### src/verilog/dsp_ctl_pkg.sv
// shared constants and types for the processor control and reset logic
package dsp_ctl_pkg;
    localparam int unsigned   CLK_HZ         = 20_000_000;  // master clock rate
    localparam int unsigned   CLK_DIV        = 4;           // system clock is master clock over four
    localparam int unsigned   PHASE_W        = 2;           // phase counter width
    localparam logic [1:0]    PHASE_LAST     = 2'h3;        // last master cycle of an internal cycle
    localparam logic [1:0]    PHASE_HIGH_END = 2'h1;        // system clock high on phases 0 and 1
    localparam logic [1:0]    PHASE_DATA     = 2'h3;        // read data captured on this phase
    localparam int unsigned   ADDR_W         = 12;          // external address lines
    localparam int unsigned   DATA_W         = 16;          // data lines
    localparam int unsigned   PORT_W         = 3;           // port number lines
    localparam int unsigned   SYNC_STAGES    = 2;           // synchroniser depth
    localparam logic [1:0]    CLEAR_TICKS    = 2'h2;        // boundaries until address clear
    localparam logic [1:0]    EXIT_TICKS     = 2'h2;        // boundaries until execution resumes
    localparam int unsigned   RESET_MIN_CYC  = 5;           // least reset length, internal cycles
    localparam logic [11:0]   ADDR_RST       = 12'h000;     // cleared address and counter

    // external access kinds
    typedef enum logic [2:0]
    {
        OP_NONE     = 3'h0,
        OP_FETCH    = 3'h1,
        OP_READ     = 3'h2,
        OP_WRITE    = 3'h3,
        OP_PORT_IN  = 3'h4,
        OP_PORT_OUT = 3'h5
    } op_t;

    // reset sequencer, gray along run, hold, cleared, exit
    typedef enum logic [1:0]
    {
        ST_RUN     = 2'h0,
        ST_HOLD    = 2'h1,
        ST_CLEARED = 2'h3,
        ST_EXIT    = 2'h2
    } seq_state_t;
endpackage : dsp_ctl_pkg

### src/verilog/phase_if.sv
// internal cycle phase shared between the divider and the controller
`timescale 1ns/10ps
interface phase_if;
    logic [1:0] phase;    // master cycle within the internal cycle
    logic       tick;     // high on the last master cycle
    logic       sys_clk;  // registered system clock level

    modport src (output phase, output tick, output sys_clk);
    modport dst (input phase, input tick, input sys_clk);
endinterface : phase_if

### src/verilog/sync_stage.sv
// two flip-flop synchroniser for pin inputs
`timescale 1ns/10ps
module sync_stage #(
    parameter int unsigned      WIDTH   = 1,
    parameter logic [WIDTH-1:0] RST_VAL = '0
) (
    input  wire logic             clk,
    input  wire logic             srst,
    input  wire logic [WIDTH-1:0] d,
    output logic      [WIDTH-1:0] q
);
    logic [WIDTH-1:0] meta;       // first stage, read only by q
    logic [WIDTH-1:0] next_meta;  // next first stage
    logic [WIDTH-1:0] next_q;     // next second stage

    // next values
    always_comb
    begin
        next_meta = d;
        next_q    = meta;
    end

    // both stages reset to a constant
    always_ff @(posedge clk)
    begin
        if (srst)
        begin
            meta <= RST_VAL;
            q    <= RST_VAL;
        end
        else
        begin
            meta <= next_meta;
            q    <= next_q;
        end
    end
endmodule : sync_stage

### src/verilog/clk_divider.sv
// divides the master clock by four into the system clock and phases
`timescale 1ns/10ps
module clk_divider
    import dsp_ctl_pkg::*;
(
    input  wire logic clk,
    input  wire logic srst,
    phase_if.src      ph
);
    logic [1:0] next_phase;  // next phase count
    logic       next_tick;   // next last-phase flag
    logic       next_clk;    // next system clock level

    // free running; the reset pin never stops the divider, only srst holds it at the last phase
    always_comb
    begin
        next_phase = ph.phase + 2'h1;
        next_tick  = (next_phase == PHASE_LAST);
        next_clk   = (next_phase <= PHASE_HIGH_END);
    end

    always_ff @(posedge clk)
    begin
        if (srst)
        begin
            ph.phase   <= PHASE_LAST;
            ph.tick    <= 1'b1;
            ph.sys_clk <= 1'b0;
        end
        else
        begin
            ph.phase   <= next_phase;
            ph.tick    <= next_tick;
            ph.sys_clk <= next_clk;
        end
    end
endmodule : clk_divider

### src/verilog/dsp_reset_and_control_inputs.sv
// reset sequencing, bus strobes and control inputs of the processor
//
// Contract
// - reset forces strobes high, data bus off
// - address and counter cleared after full cycle
// - execution resumes one full cycle after release
// - reset pin synchronised; latency fixed, same at any phase
// - at most one strobe active at once
// - reset accepted anywhere within a cycle
// - system clock is quarter master clock
// - mode select high on-chip, low external
// - port number on lowest three address lines
// - read strobe only while accepting input
// - fetch strobe while expecting external instruction
// - write strobe only while driving data
// - branch on poll samples poll input
`timescale 1ns/10ps
module dsp_reset_and_control_inputs
    import dsp_ctl_pkg::*;
(
    input  wire logic                           clk,
    input  wire logic                           srst,
    input  wire logic                           reset_in_n,
    input  wire logic                           memory_config_select,
    input  wire logic                           branch_poll_in_n,
    input  wire logic                           interrupt_in_n,
    output logic                                system_clock_out,
    output logic                                data_read_strobe_n,
    output logic                                write_strobe_n,
    output logic                                instr_fetch_strobe_n,
    output logic [dsp_ctl_pkg::ADDR_W-1:0]      address_lines,
    input  wire logic [dsp_ctl_pkg::DATA_W-1:0] data_lines_in,
    output logic [dsp_ctl_pkg::DATA_W-1:0]      data_lines_out,
    output logic                                data_lines_oe,
    input  wire logic                           cmd_valid,
    input  wire dsp_ctl_pkg::op_t               cmd_op,
    input  wire logic [dsp_ctl_pkg::ADDR_W-1:0] cmd_addr,
    input  wire logic [dsp_ctl_pkg::DATA_W-1:0] cmd_wdata,
    output logic                                cmd_ready,
    output logic [dsp_ctl_pkg::DATA_W-1:0]      rdata,
    output logic                                rdata_valid,
    output logic                                onchip_fetch,
    input  wire logic                           branch_on_poll_low_instr,
    input  wire logic [dsp_ctl_pkg::ADDR_W-1:0] branch_target,
    output logic                                branch_taken,
    output logic [dsp_ctl_pkg::ADDR_W-1:0]      program_counter,
    output logic                                interrupt_req
);
    import dsp_ctl_pkg::*;

    phase_if ph ();                           // phase from the divider

    logic              rst_pin_s;             // synchronised reset pin, active low
    logic              mode_s;                // synchronised mode select
    logic              poll_s_n;              // synchronised poll pin
    logic              intr_s_n;              // synchronised interrupt pin
    logic [DATA_W-1:0] data_s;                // synchronised data bus
    logic              rst_s;                 // reset requested, active high

    seq_state_t        state;                 // reset sequencer state
    seq_state_t        next_state;
    logic [1:0]        ticks;                 // cycle boundaries seen in state
    logic [1:0]        next_ticks;
    op_t               cur_op;                // access of this internal cycle
    op_t               next_cur_op;
    logic [DATA_W-1:0] wdata;                 // held write data
    logic [DATA_W-1:0] next_wdata;

    logic              next_read_n;           // next output values
    logic              next_write_n;
    logic              next_fetch_n;
    logic [ADDR_W-1:0] next_address;
    logic [DATA_W-1:0] next_data_out;
    logic              next_data_oe;
    logic              next_ready;
    logic [DATA_W-1:0] next_rdata;
    logic              next_rdata_valid;
    logic              next_onchip;
    logic              next_taken;
    logic [ADDR_W-1:0] next_pc;
    logic              next_intr;
    logic              accept;                // request taken this cycle
    logic              leave_exit;            // last master cycle before resume
    logic              early;                 // strobe window, phases 1 and 2 next
    logic              ext_fetch;             // fetch goes to external memory

    clk_divider u_div
    (
        .clk  (clk),
        .srst (srst),
        .ph   (ph)
    );

    // reset pin through two flops before any logic reads it
    // level sampled every master edge, so any arrival point works
    sync_stage #(.WIDTH(1), .RST_VAL(1'b1)) u_sync_rst
    (
        .clk  (clk),
        .srst (srst),
        .d    (reset_in_n),
        .q    (rst_pin_s)
    );

    // mode, poll and interrupt pins; inactive levels at reset
    sync_stage #(.WIDTH(3), .RST_VAL(3'h3)) u_sync_ctl
    (
        .clk  (clk),
        .srst (srst),
        .d    ({memory_config_select, branch_poll_in_n, interrupt_in_n}),
        .q    ({mode_s, poll_s_n, intr_s_n})
    );

    // data bus samples; capture waits for the settled copy
    sync_stage #(.WIDTH(DATA_W), .RST_VAL('0)) u_sync_data
    (
        .clk  (clk),
        .srst (srst),
        .d    (data_lines_in),
        .q    (data_s)
    );

    assign rst_s            = ~rst_pin_s;
    assign system_clock_out = ph.sys_clk;

    // reset sequencer: counts internal cycle boundaries in hold and exit
    always_comb
    begin
        next_state = state;
        next_ticks = ticks;
        leave_exit = 1'b0;
        case (state)
            ST_RUN:
            begin
                if (rst_s)
                begin
                    next_state = ST_HOLD;
                    next_ticks = 2'h0;
                end
            end
            ST_HOLD:
            begin
                if (!rst_s)
                begin
                    // release before the clear; still resumes cleanly
                    next_state = ST_EXIT;
                    next_ticks = 2'h0;
                end
                else if (ph.tick)
                begin
                    next_ticks = ticks + 2'h1;
                    // clear after first full internal cycle
                    if (next_ticks == CLEAR_TICKS)
                    begin
                        next_state = ST_CLEARED;
                    end
                end
            end
            ST_CLEARED:
            begin
                if (!rst_s)
                begin
                    next_state = ST_EXIT;
                    next_ticks = 2'h0;
                end
            end
            ST_EXIT:
            begin
                if (rst_s)
                begin
                    next_state = ST_HOLD;
                    next_ticks = 2'h0;
                end
                else if (ph.tick)
                begin
                    next_ticks = ticks + 2'h1;
                    // resume after one complete internal cycle
                    if (next_ticks == EXIT_TICKS)
                    begin
                        next_state = ST_RUN;
                        leave_exit = 1'b1;
                    end
                end
            end
            default:
            begin
                next_state = ST_HOLD;
                next_ticks = 2'h0;
            end
        endcase
    end

    // access engine and pin outputs
    always_comb
    begin
        // requests only taken on a boundary into a running cycle
        accept    = cmd_valid && cmd_ready && ph.tick && !rst_s && (state == ST_RUN);
        ext_fetch = !mode_s;
        early     = (ph.phase == 2'h0) || (ph.phase == 2'h1);

        next_cur_op      = cur_op;
        next_wdata       = wdata;
        next_address     = address_lines;
        next_pc          = program_counter;
        next_rdata       = rdata;
        next_rdata_valid = 1'b0;
        next_onchip      = 1'b0;
        next_taken       = 1'b0;
        next_ready       = (next_state == ST_RUN);
        next_intr        = !intr_s_n;

        if (ph.tick)
        begin
            next_cur_op = accept ? cmd_op : OP_NONE;
            if (accept)
            begin
                next_wdata = cmd_wdata;
                case (cmd_op)
                    OP_FETCH:
                    begin
                        next_address = program_counter;
                        next_pc      = program_counter + 12'h001;
                        next_onchip  = !ext_fetch;
                    end
                    OP_READ,
                    OP_WRITE:
                    begin
                        next_address = cmd_addr;
                    end
                    // port number on the low lines, rest zero
                    OP_PORT_IN,
                    OP_PORT_OUT:
                    begin
                        next_address = {{(ADDR_W-PORT_W){1'b0}}, cmd_addr[PORT_W-1:0]};
                    end
                    default:
                    begin
                        next_address = address_lines;
                    end
                endcase
            end
        end

        // poll level picks the jump; fetch counter advance loses
        if (branch_on_poll_low_instr && (state == ST_RUN) && !rst_s)
        begin
            next_taken = !poll_s_n;
            if (!poll_s_n)
            begin
                next_pc = branch_target;
            end
        end

        // capture input data at the end of a reading cycle
        if ((state == ST_RUN) && (ph.phase == PHASE_DATA))
        begin
            if ((cur_op == OP_READ) || (cur_op == OP_PORT_IN) ||
                ((cur_op == OP_FETCH) && ext_fetch))
            begin
                next_rdata       = data_s;
                next_rdata_valid = 1'b1;
            end
        end

        // read strobe only for data and port input
        next_read_n   = !(early && !rst_s && (state == ST_RUN) &&
                          ((cur_op == OP_READ) || (cur_op == OP_PORT_IN)));
        // fetch strobe only in external program mode
        next_fetch_n  = !(early && !rst_s && (state == ST_RUN) &&
                          (cur_op == OP_FETCH) && ext_fetch);
        // write strobe inside the window the bus is driven
        next_write_n  = !(early && !rst_s && (state == ST_RUN) &&
                          ((cur_op == OP_WRITE) || (cur_op == OP_PORT_OUT)));
        // bus driven phases 1 to 3 so data starts with the strobe and trails it by one phase
        next_data_oe  = (ph.phase != PHASE_LAST) && !rst_s && (state == ST_RUN) &&
                        ((cur_op == OP_WRITE) || (cur_op == OP_PORT_OUT));
        next_data_out = wdata;

        // reset forces strobes inactive and the bus off
        if (rst_s || (state != ST_RUN))
        begin
            next_cur_op = leave_exit ? next_cur_op : OP_NONE;
            next_rdata_valid = 1'b0;
            next_onchip = 1'b0;
        end

        // clear address and counter; again on resume for early release
        // a write cut by reset may leave a bad address, by design
        if ((next_state == ST_CLEARED && state == ST_HOLD) || leave_exit)
        begin
            next_address = ADDR_RST;
            next_pc      = ADDR_RST;
        end

        // no access starts on this boundary; the first access of the resumed run waits for the next one
        if (leave_exit)
        begin
            next_cur_op = OP_NONE;
        end
    end

    // all state and outputs registered
    always_ff @(posedge clk)
    begin
        if (srst)
        begin
            state                <= ST_HOLD;
            ticks                <= 2'h0;
            cur_op               <= OP_NONE;
            wdata                <= '0;
            data_read_strobe_n   <= 1'b1;
            write_strobe_n       <= 1'b1;
            instr_fetch_strobe_n <= 1'b1;
            address_lines        <= ADDR_RST;
            data_lines_out       <= '0;
            data_lines_oe        <= 1'b0;
            cmd_ready            <= 1'b0;
            rdata                <= '0;
            rdata_valid          <= 1'b0;
            onchip_fetch         <= 1'b0;
            branch_taken         <= 1'b0;
            program_counter      <= ADDR_RST;
            interrupt_req        <= 1'b0;
        end
        else
        begin
            state                <= next_state;
            ticks                <= next_ticks;
            cur_op               <= next_cur_op;
            wdata                <= next_wdata;
            data_read_strobe_n   <= next_read_n;
            write_strobe_n       <= next_write_n;
            instr_fetch_strobe_n <= next_fetch_n;
            address_lines        <= next_address;
            data_lines_out       <= next_data_out;
            data_lines_oe        <= next_data_oe;
            cmd_ready            <= next_ready;
            rdata                <= next_rdata;
            rdata_valid          <= next_rdata_valid;
            onchip_fetch         <= next_onchip;
            branch_taken         <= next_taken;
            program_counter      <= next_pc;
            interrupt_req        <= next_intr;
        end
    end
endmodule : dsp_reset_and_control_inputs

### config.mk
export PLATFORM = sky130hd
export DESIGN_NAME = dsp_reset_and_control_inputs
export DESIGN_NICKNAME = d
export VERILOG_FILES = /design/src/verilog/dsp_ctl_pkg.sv /design/src/verilog/phase_if.sv /design/src/verilog/sync_stage.sv /design/src/verilog/clk_divider.sv /design/src/verilog/dsp_reset_and_control_inputs.sv
export SDC_FILE = /design/constraint.sdc
export NUM_CORES = 1
export LEC_CHECK = 0
export ABC_AREA = 1
export BUFFER_PORTS_ARGS = -buffer_cell sky130_fd_sc_hd__buf_2
export CAP_MARGIN = 10
export CORE_MARGIN = 4
export CORE_UTILIZATION = 35
export CTS_CLUSTER_DIAMETER = 60
export DETAILED_ROUTE_END_ITERATION = 12
export SYNTH_ARGS = -nofsm -noshare
export SYNTH_HDL_FRONTEND = slang
export SYNTH_SLANG_ARGS = --single-unit
### constraint.sdc
create_clock -name clk -period 1.9 [get_ports clk]
set_input_delay 0.095 -clock clk [delete_from_list [all_inputs] [get_ports clk]]
set_output_delay 0.095 -clock clk [all_outputs]
set_load 0.05 [all_outputs]
Yosys cells after proc, flatten, opt, wreduce, memory -nomap -nowiden
Index checks and enable logic that the tools add are counted.

$add $sub $neg: 3. Multiply operators: 0. Divide/modulo/power cells: 0. Order comparisons: 1. Equality and inequality tests: 21. Shift-type cells: 0. Multiplexer cells: 27. Bitwise logic cells: 6. Reduce and logical (&&, ||, !) cells: 46.

Operator list (number): 12-bit 2-to-1 mux (5); 12-bit one-hot mux with 3 select lines (1); 2-bit 2-to-1 mux (13); 1-bit logical AND (18); 2-bit one-hot mux with 4 select lines (2); 12-bit by 1-bit adder with 12-bit output (second input constant) (1); 2-bit equality test (second input constant) (6); 3-bit by 2-bit equality test with 1-bit output (second input constant) (4); 3-bit equality test (second input constant) (4); 2-bit OR reduction (4); 3-bit by 1-bit equality test with 1-bit output (second input constant) (2); 1-bit logical NOT (6); 2-bit logical NOT (3); 1-bit logical OR (6); 1-bit inverter (6); 2-bit AND reduction (3); 3-bit OR reduction (2); 1-bit 2-to-1 mux (5); 5-bit OR reduction (1); 2-bit by 1-bit adder with 2-bit output (second input constant) (2); 2-bit by 1-bit equality test with 1-bit output (second input constant) (2); 2-bit inequality test (second input constant) (2); 3-bit 2-to-1 mux (1); 3-bit AND reduction (1); 4 further kinds (4).

Register bits after elaboration: 132. Latch bits: 0. Bits in writable memories: 0. Bits in read-only memories: 0. Bits of input ports: 67. Output and inout port bits: 66. Word-level logic and storage cells: 130. Memories: 0.

Longest topological paths before layout
Gate-level depths: netlist of run 1.

Word-level depth: 10. Gate-level depth with buffers: 11. Depth with buffers taken out: 11.

By module
From an unflattened synthesis of run 1, not the netlist that was laid out.

Cells, all modules: 677. Area, all modules: 5119.9 µm².

Modules (own cells, without submodules): dsp_reset_and_control_inputs (instances 1, cells each 539, area each 3854.9 µm², seq. area each 1761.7 µm²); sync_stage at u_sync_data (instances 1, cells each 99, area each 914.6 µm², seq. area each 640.6 µm²); sync_stage at u_sync_ctl (instances 1, cells each 19, area each 168.9 µm², seq. area each 120.1 µm²); clk_divider (instances 1, cells each 13, area each 122.6 µm², seq. area each 80.1 µm²); sync_stage at u_sync_rst (instances 1, cells each 7, area each 58.8 µm², seq. area each 40.0 µm²).

Worst setup path before layout of run 1
No wires, ideal clock.

Path type: register -> register. Start: register program_counter[1] (netlist name). End: register program_counter[10] (netlist name). Setup time: 0.113 ns. Arrival time: 1.654 ns. Required time: 1.787 ns. Slack: 0.133 ns. Cell stages (with the launch flop): 9. Path buffers: 0. Clock period less this slack: 1.767 ns. Path through: dfxtp_1 ha_1 nand4_1 nor2_1 nand3_1 nand2_1 nand2_1 nor2_1 nor2_1.

Cells in the longest elaborated chain, start to end: 6.

RTL lines: start: declaration (line dsp_reset_and_control_inputs.sv:46) `output logic [dsp_ctl_pkg::ADDR_W-1:0] program_counter,`; start signal: assignment (line dsp_reset_and_control_inputs.sv:341) `program_counter <= next_pc;`; 12-bit by 1-bit adder with 12-bit output * (line dsp_reset_and_control_inputs.sv:221) `next_pc = program_counter + 12'h001;`; 12-bit 2-to-1 mux * (line dsp_reset_and_control_inputs.sv:217) `case (cmd_op)`; 12-bit 2-to-1 mux * (line dsp_reset_and_control_inputs.sv:214) `if (accept)`; 12-bit 2-to-1 mux * (line dsp_reset_and_control_inputs.sv:211) `if (ph.tick)`; 12-bit 2-to-1 mux (line dsp_reset_and_control_inputs.sv:247) `if (!poll_s_n)`; 12-bit 2-to-1 mux * (line dsp_reset_and_control_inputs.sv:244) `if (branch_on_poll_low_instr && (state == ST_RUN) && !rst_s)`.

Mark *: on every way between the ends. The rest lies on a longest branch, timed or not. A chain may end at the register's enable or synchronous reset.

Final worst setup path of run 1
Start: register state[0]. End: register program_counter[11] (netlist name).

Cells in the longest elaborated chain, start to end: 8. Elaborated cells between the ends (all ways): 25. Classes of those cells: eq/ne (4); mux (14); reduce/logical (7).

RTL lines: start: declaration (line dsp_reset_and_control_inputs.sv:60) `seq_state_t state;`; start signal: assignment (line dsp_reset_and_control_inputs.sv:326) `state <= next_state;`; 2-bit 2-to-1 mux, on equally long branches (line dsp_reset_and_control_inputs.sv:177, dsp_reset_and_control_inputs.sv:152); 2-bit 2-to-1 mux, on equally long branches (line dsp_reset_and_control_inputs.sv:173, dsp_reset_and_control_inputs.sv:148); 2-bit 2-to-1 mux, on equally long branches (line dsp_reset_and_control_inputs.sv:168, dsp_reset_and_control_inputs.sv:142); 2-bit one-hot mux with 4 select lines (line dsp_reset_and_control_inputs.sv:131) `case (state)`; 2-bit equality test (line dsp_reset_and_control_inputs.sv:288) `if ((next_state == ST_CLEARED && state == ST_HOLD) || leave_exit)`; 1-bit logical AND (line dsp_reset_and_control_inputs.sv:288); 1-bit logical OR (line dsp_reset_and_control_inputs.sv:288); 2-bit OR reduction (no line).

Parallel ways exist; a longest one is shown, timed or not.

==> out/metrics.cfg, run 1 <==
[clock_network]
cts_max_level=4
clock_path_buffers=2
root_buffer=clkbuf_16
path_clk_slew_ps=60
cts_tree=done
cts_made_buffers=17
clk_latency_ps=410
post_cts_buffers=0
clkSinkCount=132

[global_route]
antenna_found_initial=0
grt_pass1_vias=4080
grt_use_met3=0.0413
grt_busiest_layer=met2
grt_max_degree=33
track_usage=0.149
grt_pass1_wl_um=19300
use_met1=0.180
gr-usage-met2=0.247
grt_overflow=0

[min_path]
hold_class=in2reg
hold_depth=4

[timing]
worst_pin_slew_ps=492
setup_slack_ps=191
timing.fmax_ghz=0.585
post-route-period-util=0.900
post-route-min-period_ps=1710
final-hold-violation-count=0
rsz0062_at_grt=false
skew_ps=6.24
slew-limit-headroom=0.672
setup_tns_ps=0
setup_viol=0
maxSlewViolCount=0

[logic_synthesis]
postSynthAreaPerCell_um2=7.74
synthCells=634
yosysSeqAreaShare=0.538
yosys-top-cells-area=dfxtp_1, nor2_1, inv_1, nand2_1, o21ai_0
synth_seq_cells=132
synth_nets=713
yosys_warnings=0
synth_cell_types=24
syn_area_um2=4910
synth.top_cell.area_share=0.538
synth_top_area_cell=dfxtp_1

[drt]
vias=4383
wl_per_cell_um=11.4
drt_iter0_drc=142
antenna_left=0
wirelength_um=11600
dr.pass1.iters=4
drc_errors=0
vias_per_cell=4.31

[final_layout]
layout.cells.non_filler=1017
final_util=0.499
n_antenna_cell=0
layout.cells.most_common_list=dfxtp_1, buf_2, nor2_1
area_growth_syn_to_layout_pct=40.5
fillCellCount=1325
layout-drive-gt1-share=0.238
nets=904
final_area_um2=6900
seqCellArea_um2=2640
multi_input_area_um2=1810

[setup_path]
crit_arrival_ps=2010
crit_type=reg2reg
r2r_cells=10
critPathLaunchType=register
crit_fanout=14
cp-end-kind=register
required_ps=2200

[placed_design]
post-dp-hpwl_um=8130
post-place-ws_ps=49.2
globalplace.congestion=0.843
dp_cells=937
io_buffers=132
placed_area_um2=5820

[power]
p_leak_nw=3.25
power_switching_mw=1.79
power_density_nw_per_um2=990
clkPwrFrac=0.463
internal_power_mw=5.04
combPwrFrac=0.109
p_sw_frac=0.262
irDropWorstVdd_mv=0.558
seqPwrFrac=0.428

[floorplanning]
die_height_um=126
fp-row-count=43
die-area_um2=16000
initial_core_util=0.355
die_w_um=126
core_area_um2=13800
ioPinCount=133

[status]
status=finished clean

[run]
drv_cap=0

## worst max-delay path, stage by stage (launching register included)
cell     delay, ps
dfxtp_1        340
inv_2          110
ha_4           170
nand2_1        110
nor2_1         140
inv_2           50
nor2_4         140
inv_2          130
or2_2          290
nand3_1         80
nor2_1          50
## power groups by stage
| stage | combinational, mW | sequential (mW) | clock (mW) |
|---|---|---|---|
| 4_1_cts | 0.732 | 2.92 | 3.23 |
| 3_5_place_dp | 0.650 | 2.98 | 0 |
| 3_3_place_gp | 0.648 | 2.98 | 0 |
| 6_report | 0.747 | 2.92 | 3.16 |
| 5_1_grt | 0.844 | 2.93 | 3.38 |
| 2_1_floorplan | 0.357 | 3.06 | 0 |
## flip-flops by register name (all words and copies together) (netlist names), 2 cells and up
name and flops:
data_lines_out 16, next_data_out 16, cur_op 3, state 2, program_counter 12, u_sync_data.q 16, u_sync_data.meta 16, u_sync_ctl.meta 3
u_sync_ctl.q 3, rdata 16, u_div.ph.phase 2, ticks 2, address_lines 12
## path summary, 6_finish.rpt
| check | start | to | slack, ps |
|---|---|---|---|
| worst max register to register | state[0] | program_counter[11] | 190 |
| worst min-delay path | branch_target[7] | program_counter[7] | 50 |
| worst max-delay path | state[0] | program_counter[11] | 190 |
| worst min register to register | u_sync_ctl.q[0] | interrupt_req | 390 |
## area by class of cell
| class | instances | share of cell area |
|---|---|---|
| Clock buffer | 18 | 0.0637 |
| Tap cell | 180 | 0.0327 |
| Clock inverter | 13 | 0.0198 |
| Inverter | 95 | 0.0517 |
| Timing Repair Buffer | 197 | 0.186 |
| Sequential cell | 132 | 0.383 |
| Multi-Input combinational cell | 382 | 0.263 |
## layer usage
metal / routed length, µm / vias to the layer above
met5: 0 / -
met1: 5270 / 1895
met3: 587 / 22
li1: - / 2365
met2: 5520 / 101
met4: 256 / 0
## stage by stage
step	hold WS, ps	power [mW]
after global placement	290	3.63
after CTS	40.8	6.88
after detailed placement	282	3.63
after floorplan	199	3.42
final	52.1	6.83
after global routing	71.6	7.16
## cells in the mapped netlist
library cell and n:
dfxtp_1 132, nor2_1 122, inv_1 92, nand2_1 79, o21ai_0 53, nand3_1 46
a21oi_1 35, clkbuf_1 18, ha_1 12, nand4_1 12, or2_2 9, buf_4 4
inv_2 3, nor3_1 3, or2_0 3, buf_2 2, nand2_2 2, a211oi_1 1
buf_1 1, nor2_2 1, nor2_4 1, nor3b_1 1, o211ai_1 1, o21ai_1 1
## cell families after synthesis
kind of cell | share of synthesized area
AOI/OAI and AO/OA | 0.0938
adders and majority gates | 0.0306
DFF | 0.538
buffers and inverters | 0.0953
and+or+nand+nor | 0.242
## what timing repair did
item	in CTS	in global routing
endpoints found under the hold margin	49	0
hold buffers	49	0
gates resized for setup	0	6
setup endpoints to repair	0	39
(Power assumes the default switching activity.)
==> run 2, diff against run 1 <==
- ABC_AREA: 1 -> 0
- CTS_CLUSTER_SIZE: default -> 40
==> run 2 against run 1 <==
The run now ends with negative setup slack left. Sequential share of layout area decreased by 1.3 points. Core utilization increased by 1.9 points. Fmax decreased by 14%. Global-route usage increased by 0.62 points. Worst hold slack got worse by 39 ps. Synthesized area increased by 0.25%. Flip-flop and latch count unchanged. Clock skew decreased by 1.2 ps. Die area increased by 0.24%.
==> out/metrics.cfg, run 2 <==
[timing]
maxSlewViolCount=0
post-route-min-period_ps=1980
setup_viol=7
hold_ws_ps=13.2
slew-limit-headroom=0.644
setup_slack_ps=-76.7
worst_pin_slew_ps=527
final-hold-violation-count=0
rsz0062_at_grt=true
skew_ps=5.02
post-route-period-util=1.04
timing.fmax_ghz=0.506

[drt]
wirelength_um=12400
drc_errors=0
vias_per_cell=4.68
dr.pass1.iters=4
wl_per_cell_um=14.0
vias=4152
antenna_left=0
drt_iter0_drc=184

[status]
violations=negative setup slack
status=finished, violations left

[global_route]
grt_pass1_vias=4150
grt_overflow=0
grt_max_degree=83
antenna_found_initial=0
grt_pass1_wl_um=19900
track_usage=0.155

[power]
power_density_nw_per_um2=1050
combPwrFrac=0.146
internal_power_mw=5.62
p_sw_frac=0.251
seqPwrFrac=0.395
p_leak_nw=3.09
clkPwrFrac=0.459
power_switching_mw=1.88
report.power.total_mw=7.50
irDropWorstVdd_mv=0.675

[setup_path]
required_ps=2230
crit_fanout=6
reg2reg_slack_ps=-80
critPathLaunchType=register
reg2reg_to=address_lines[10]
critPathSlowestCell=a41o_2
max_stage_delay_ps=420
cp-end-kind=register
path_buf_inv=1
cp_top_family=compound AO/OA/AOI/OAI gates
path_cells=inv_4, ha_4, or3_1, a31oi_1, o22ai_2, a41o_2, a211oi_2
crit_type=reg2reg
crit_arrival_ps=2310
r2r_start=state[0]
r2r_cells=7

[final_layout]
final_common_cell=buf_2
layout.cells.most_common_list=buf_2, dfxtp_1, nor2b_1
final_area_um2=7150
layout-drive-gt1-share=0.338
final_util=0.517
seqCellArea_um2=2650
n_antenna_cell=0
layout.cells.non_filler=888
area_growth_syn_to_layout_pct=45.4
multi_input_area_um2=2220
fillCellCount=1253
nets=774

[floorplanning]
initial_core_util=0.356
die_height_um=127
ioPinCount=133
die-area_um2=16000
fp-row-count=43
core_area_um2=13800
die_w_um=127

[clock_network]
clkSinkCount=132
cts_made_buffers=17
path_clk_slew_ps=50
cts_tree=done
cts_max_level=4
root_buffer=clkbuf_16
clk_latency_ps=410
clock_path_buffers=2

[logic_synthesis]
yosys-top-cells-area=dfxtp_1, nor2b_1, a211oi_2, nand2_1, nor2_1
syn_area_um2=4920
yosysMostFrequentCell=dfxtp_1
synth_nets=577
synth_top_area_cell=dfxtp_1
synthCells=498
synth.top_cell.area_share=0.537
synth_cell_types=45
synth_edf_count=0
postSynthAreaPerCell_um2=9.88
yosys_warnings=0
async_flop_share=0
synthFlopType=dfxtp_1
yosysSeqAreaShare=0.537
synth_common_cells=dfxtp_1, nor2b_1, nand2_1, nor2_1, a21oi_1
synth_seq_cells=132

[placed_design]
placed_area_um2=5890
globalplace.congestion=0.865
dp_cells=803
post-dp-hpwl_um=8220
io_buffers=132

[min_path]
hold_depth=3
hp-start=branch_target[7]
hold_end=program_counter[7]
hold_class=in2reg

[run]
drv_cap=0

[run 2: what timing repair did]
item,4_1_cts,5_1_grt
hold endpoints to repair,53,0
cloned,2,1
pin swaps,2,4
setup buffers,1,1
resized for setup,4,19
setup endpoints to repair,24,24
hold buffers,48,0
[run 2: cell families after synthesis]
logic type | synth area share
DFF | 0.537
muxes | 0.0369
xor gates and xnor gates | 0.0178
buffers and inverters | 0.0381
and+or+nand+nor | 0.219
AOI/OAI and AO/OA | 0.121
adders and majority gates | 0.0305
[run 2: worst reg2reg max path, cell delays in order (launching register included)]
cell and delay (ps):
dfxtp_4 400, inv_4 50, ha_4 160, or3_1 320, a31oi_1 200, o22ai_2 180, a41o_2 420, a211oi_2 170
[run 2: area by class of cell]
cell class | instances | share of cell area
clock buffers | 21 | 0.0644
clock inverters | 11 | 0.0243
inverters | 13 | 0.00752
multi-input cells | 327 | 0.310
flip-flops and latches | 132 | 0.371
well taps | 180 | 0.0315
repair buffers | 204 | 0.192
[run 2: per-stage QoR]
step	TNS, ps	setup slack, ps
finish	-430	-76.7
global route	-1280	-121
CTS	0	4.54
detailed placement	-1570	-120
global placement	-11.9	-11.9
floorplan	0	1.76
[run 2: how the worst max path moves through the flow]
stage / start / endpoint / cells after the start / slack, ps
final: state[0] / address_lines[10] / 7 / -80
after global routing: state[0] / address_lines[3] / 7 / -120
after CTS: state[0] / program_counter[1] / 7 / 5
after detailed placement: state[1] / program_counter[1] / 7 / -120
after global placement: state[1] / program_counter[1] / 7 / -10
after floorplan: state[0] / program_counter[9] / 9 / 2
[run 2: per-layer routing]
layer	wire [µm]	share of wire	up-vias	global-route usage
met1	5250	0.42	1942	0.179
li1	-	-	2077	-
met3	679	0.055	25	0.0476
met4	316	0.025	0	0.0738
met2	6190	0.50	108	0.261
met5	0	0	-	0
[run 2: power groups by stage]
stage | Sequential [mW] | Combinational (mW) | Clock (mW)
floorplan | 3.12 | 0.433 | 0
CTS | 2.95 | 1.00 | 3.51
detailed placement | 3.01 | 0.829 | 0
global placement | 3.00 | 0.805 | 0
finish | 2.96 | 1.09 | 3.44
global route | 2.98 | 1.17 | 3.64
==> run 3, diff against run 2 <==
- RECOVER_POWER: default -> 100
==> run 3 against run 2 <==
The flow still finishes with violations (negative setup slack). Wire length rose by 0.57%. Via count is 0.77% higher. First-iteration DRC count shrank 16%. Worst setup slack lost 5.5 ps. Flip-flop and latch count did not move. Critical path type unchanged. Cell area fell by 1.4%. Critical path depth is the same. Core utilization is 0.72 points lower. Final cell count did not move. Power fell by 0.12%. Critical endpoint unchanged.
==> out/metrics.cfg, run 3 (synthesis results as in run 2) <==
[power]
internal_power_mw=5.61
combPwrFrac=0.144
seqPwrFrac=0.396
power_switching_mw=1.89
p_sw_frac=0.252
irDropWorstVdd_mv=0.675
p_leak_nw=2.80
power_density_nw_per_um2=1060
clkPwrFrac=0.460

[global_route]
track_usage=0.155
grt_overflow=0
grt_pass1_wl_um=19900
grt_max_degree=83
antenna_found_initial=0
grt_pass1_vias=4150

[floorplanning]
core_area_um2=13800
die-area_um2=16000
fp-row-count=43
die_w_um=127
die_height_um=127
ioPinCount=133
initial_core_util=0.356

[timing]
final-hold-violation-count=0
worst_pin_slew_ps=836
maxSlewViolCount=0
setup_tns_ps=-474
skew_ps=5.34
setup_viol=9
timing.fmax_ghz=0.505
post-route-period-util=1.04
slew-limit-headroom=0.443
setup_slack_ps=-82.1
rsz0062_at_grt=true
hold_ws_ps=12.6
post-route-min-period_ps=1980

[placed_design]
io_buffers=132
post-dp-hpwl_um=8220
globalplace.congestion=0.865

[clock_network]
cts_max_level=4
cts_tree=done
cts_made_buffers=17
root_buffer=clkbuf_16
clkSinkCount=132
clk_latency_ps=410
clock_path_buffers=2
path_clk_slew_ps=50

[min_path]
hp-start=branch_target[7]
hold_end=program_counter[7]
hold_depth=3
hold_class=in2reg

[final_layout]
area_growth_syn_to_layout_pct=43.4
n_antenna_cell=0
layout.cells.most_common_list=dfxtp_1, clkbuf_1, buf_2
nets=774
layout-drive-gt1-share=0.242
final_common_cell=dfxtp_1

[drt]
dr.pass1.iters=4
wirelength_um=12500
drc_errors=0
drt_iter0_drc=155
wl_per_cell_um=14.1
antenna_left=0
vias=4184
vias_per_cell=4.71

[status]
violations=negative setup slack
status=finished, violations left

[setup_path]
required_ps=2230
crit_arrival_ps=2320
critPathLaunchType=register
crit_fanout=6
r2r_start=state[0]
crit_type=reg2reg
reg2reg_slack_ps=-80
r2r_cells=7
cp-end-kind=register
reg2reg_to=address_lines[10]

[run]
drv_cap=0

-- run 3: critical path: stages, from the launching register on --
cell and delay, ps:
dfxtp_4 400, inv_4 50, ha_4 160, or3_1 320, a31oi_1 200, o22ai_2 190
a41o_2 420, a211oi_2 160
-- run 3: stage by stage --
stage	instances	setup WS (ps)	utilization	instance area [µm²]	power, mW
final	888	-82.1	0.510	7050	7.49
after global placement	803	-11.9	0.426	5890	3.81
after floorplan	498	1.76	-	4930	3.55
after detailed placement	803	-120	0.426	5890	3.84
after CTS	886	4.54	0.510	7060	7.46
after global routing	888	-121	0.510	7050	7.78
-- run 3: layout make-up --
cell class | count | area, µm²
clock buffer | 21 | 460
multi-input combinational | 327 | 2220
inverter | 13 | 53.8
timing repair buffer | 204 | 1270
sequential | 132 | 2650
fill | 1294 | 6770
tap | 180 | 225
clock inverter | 11 | 174
-- run 3: routing by layer --
metal,GRT usage,share of wire,up-vias
li1,-,-,2078
met1,0.179,0.42,1973
met2,0.261,0.50,108
met3,0.0476,0.055,25
met4,0.0738,0.024,0
met5,0,0,-
-- run 3: how the worst max path moves through the flow --
stage | cells after the start | end | startpoint | slack [ps]
CTS | 7 | program_counter[1] | state[0] | 5
floorplan | 9 | program_counter[9] | state[0] | 2
global placement | 7 | program_counter[1] | state[1] | -10
detailed placement | 7 | program_counter[1] | state[1] | -120
finish | 7 | address_lines[10] | state[0] | -80
global route | 7 | address_lines[3] | state[0] | -120
-- run 3: power by group through the flow --
stage	clock network [mW]	logic (mW)	registers (mW)
after floorplan	0	0.433	3.12
after global placement	0	0.805	3.00
after detailed placement	0	0.829	3.01
after CTS	3.51	1.00	2.95
after global routing	3.64	1.16	2.98
final	3.45	1.08	2.97
-- run 3: timing repair --
action                                 CTS  global route
setup endpoints to repair               24            24
buffers inserted                         1             1
hold buffers                            48             0
gates resized for setup                  4            19
endpoints found under the hold margin   53             0
pin swaps                                2             4
gates cloned                             2             1
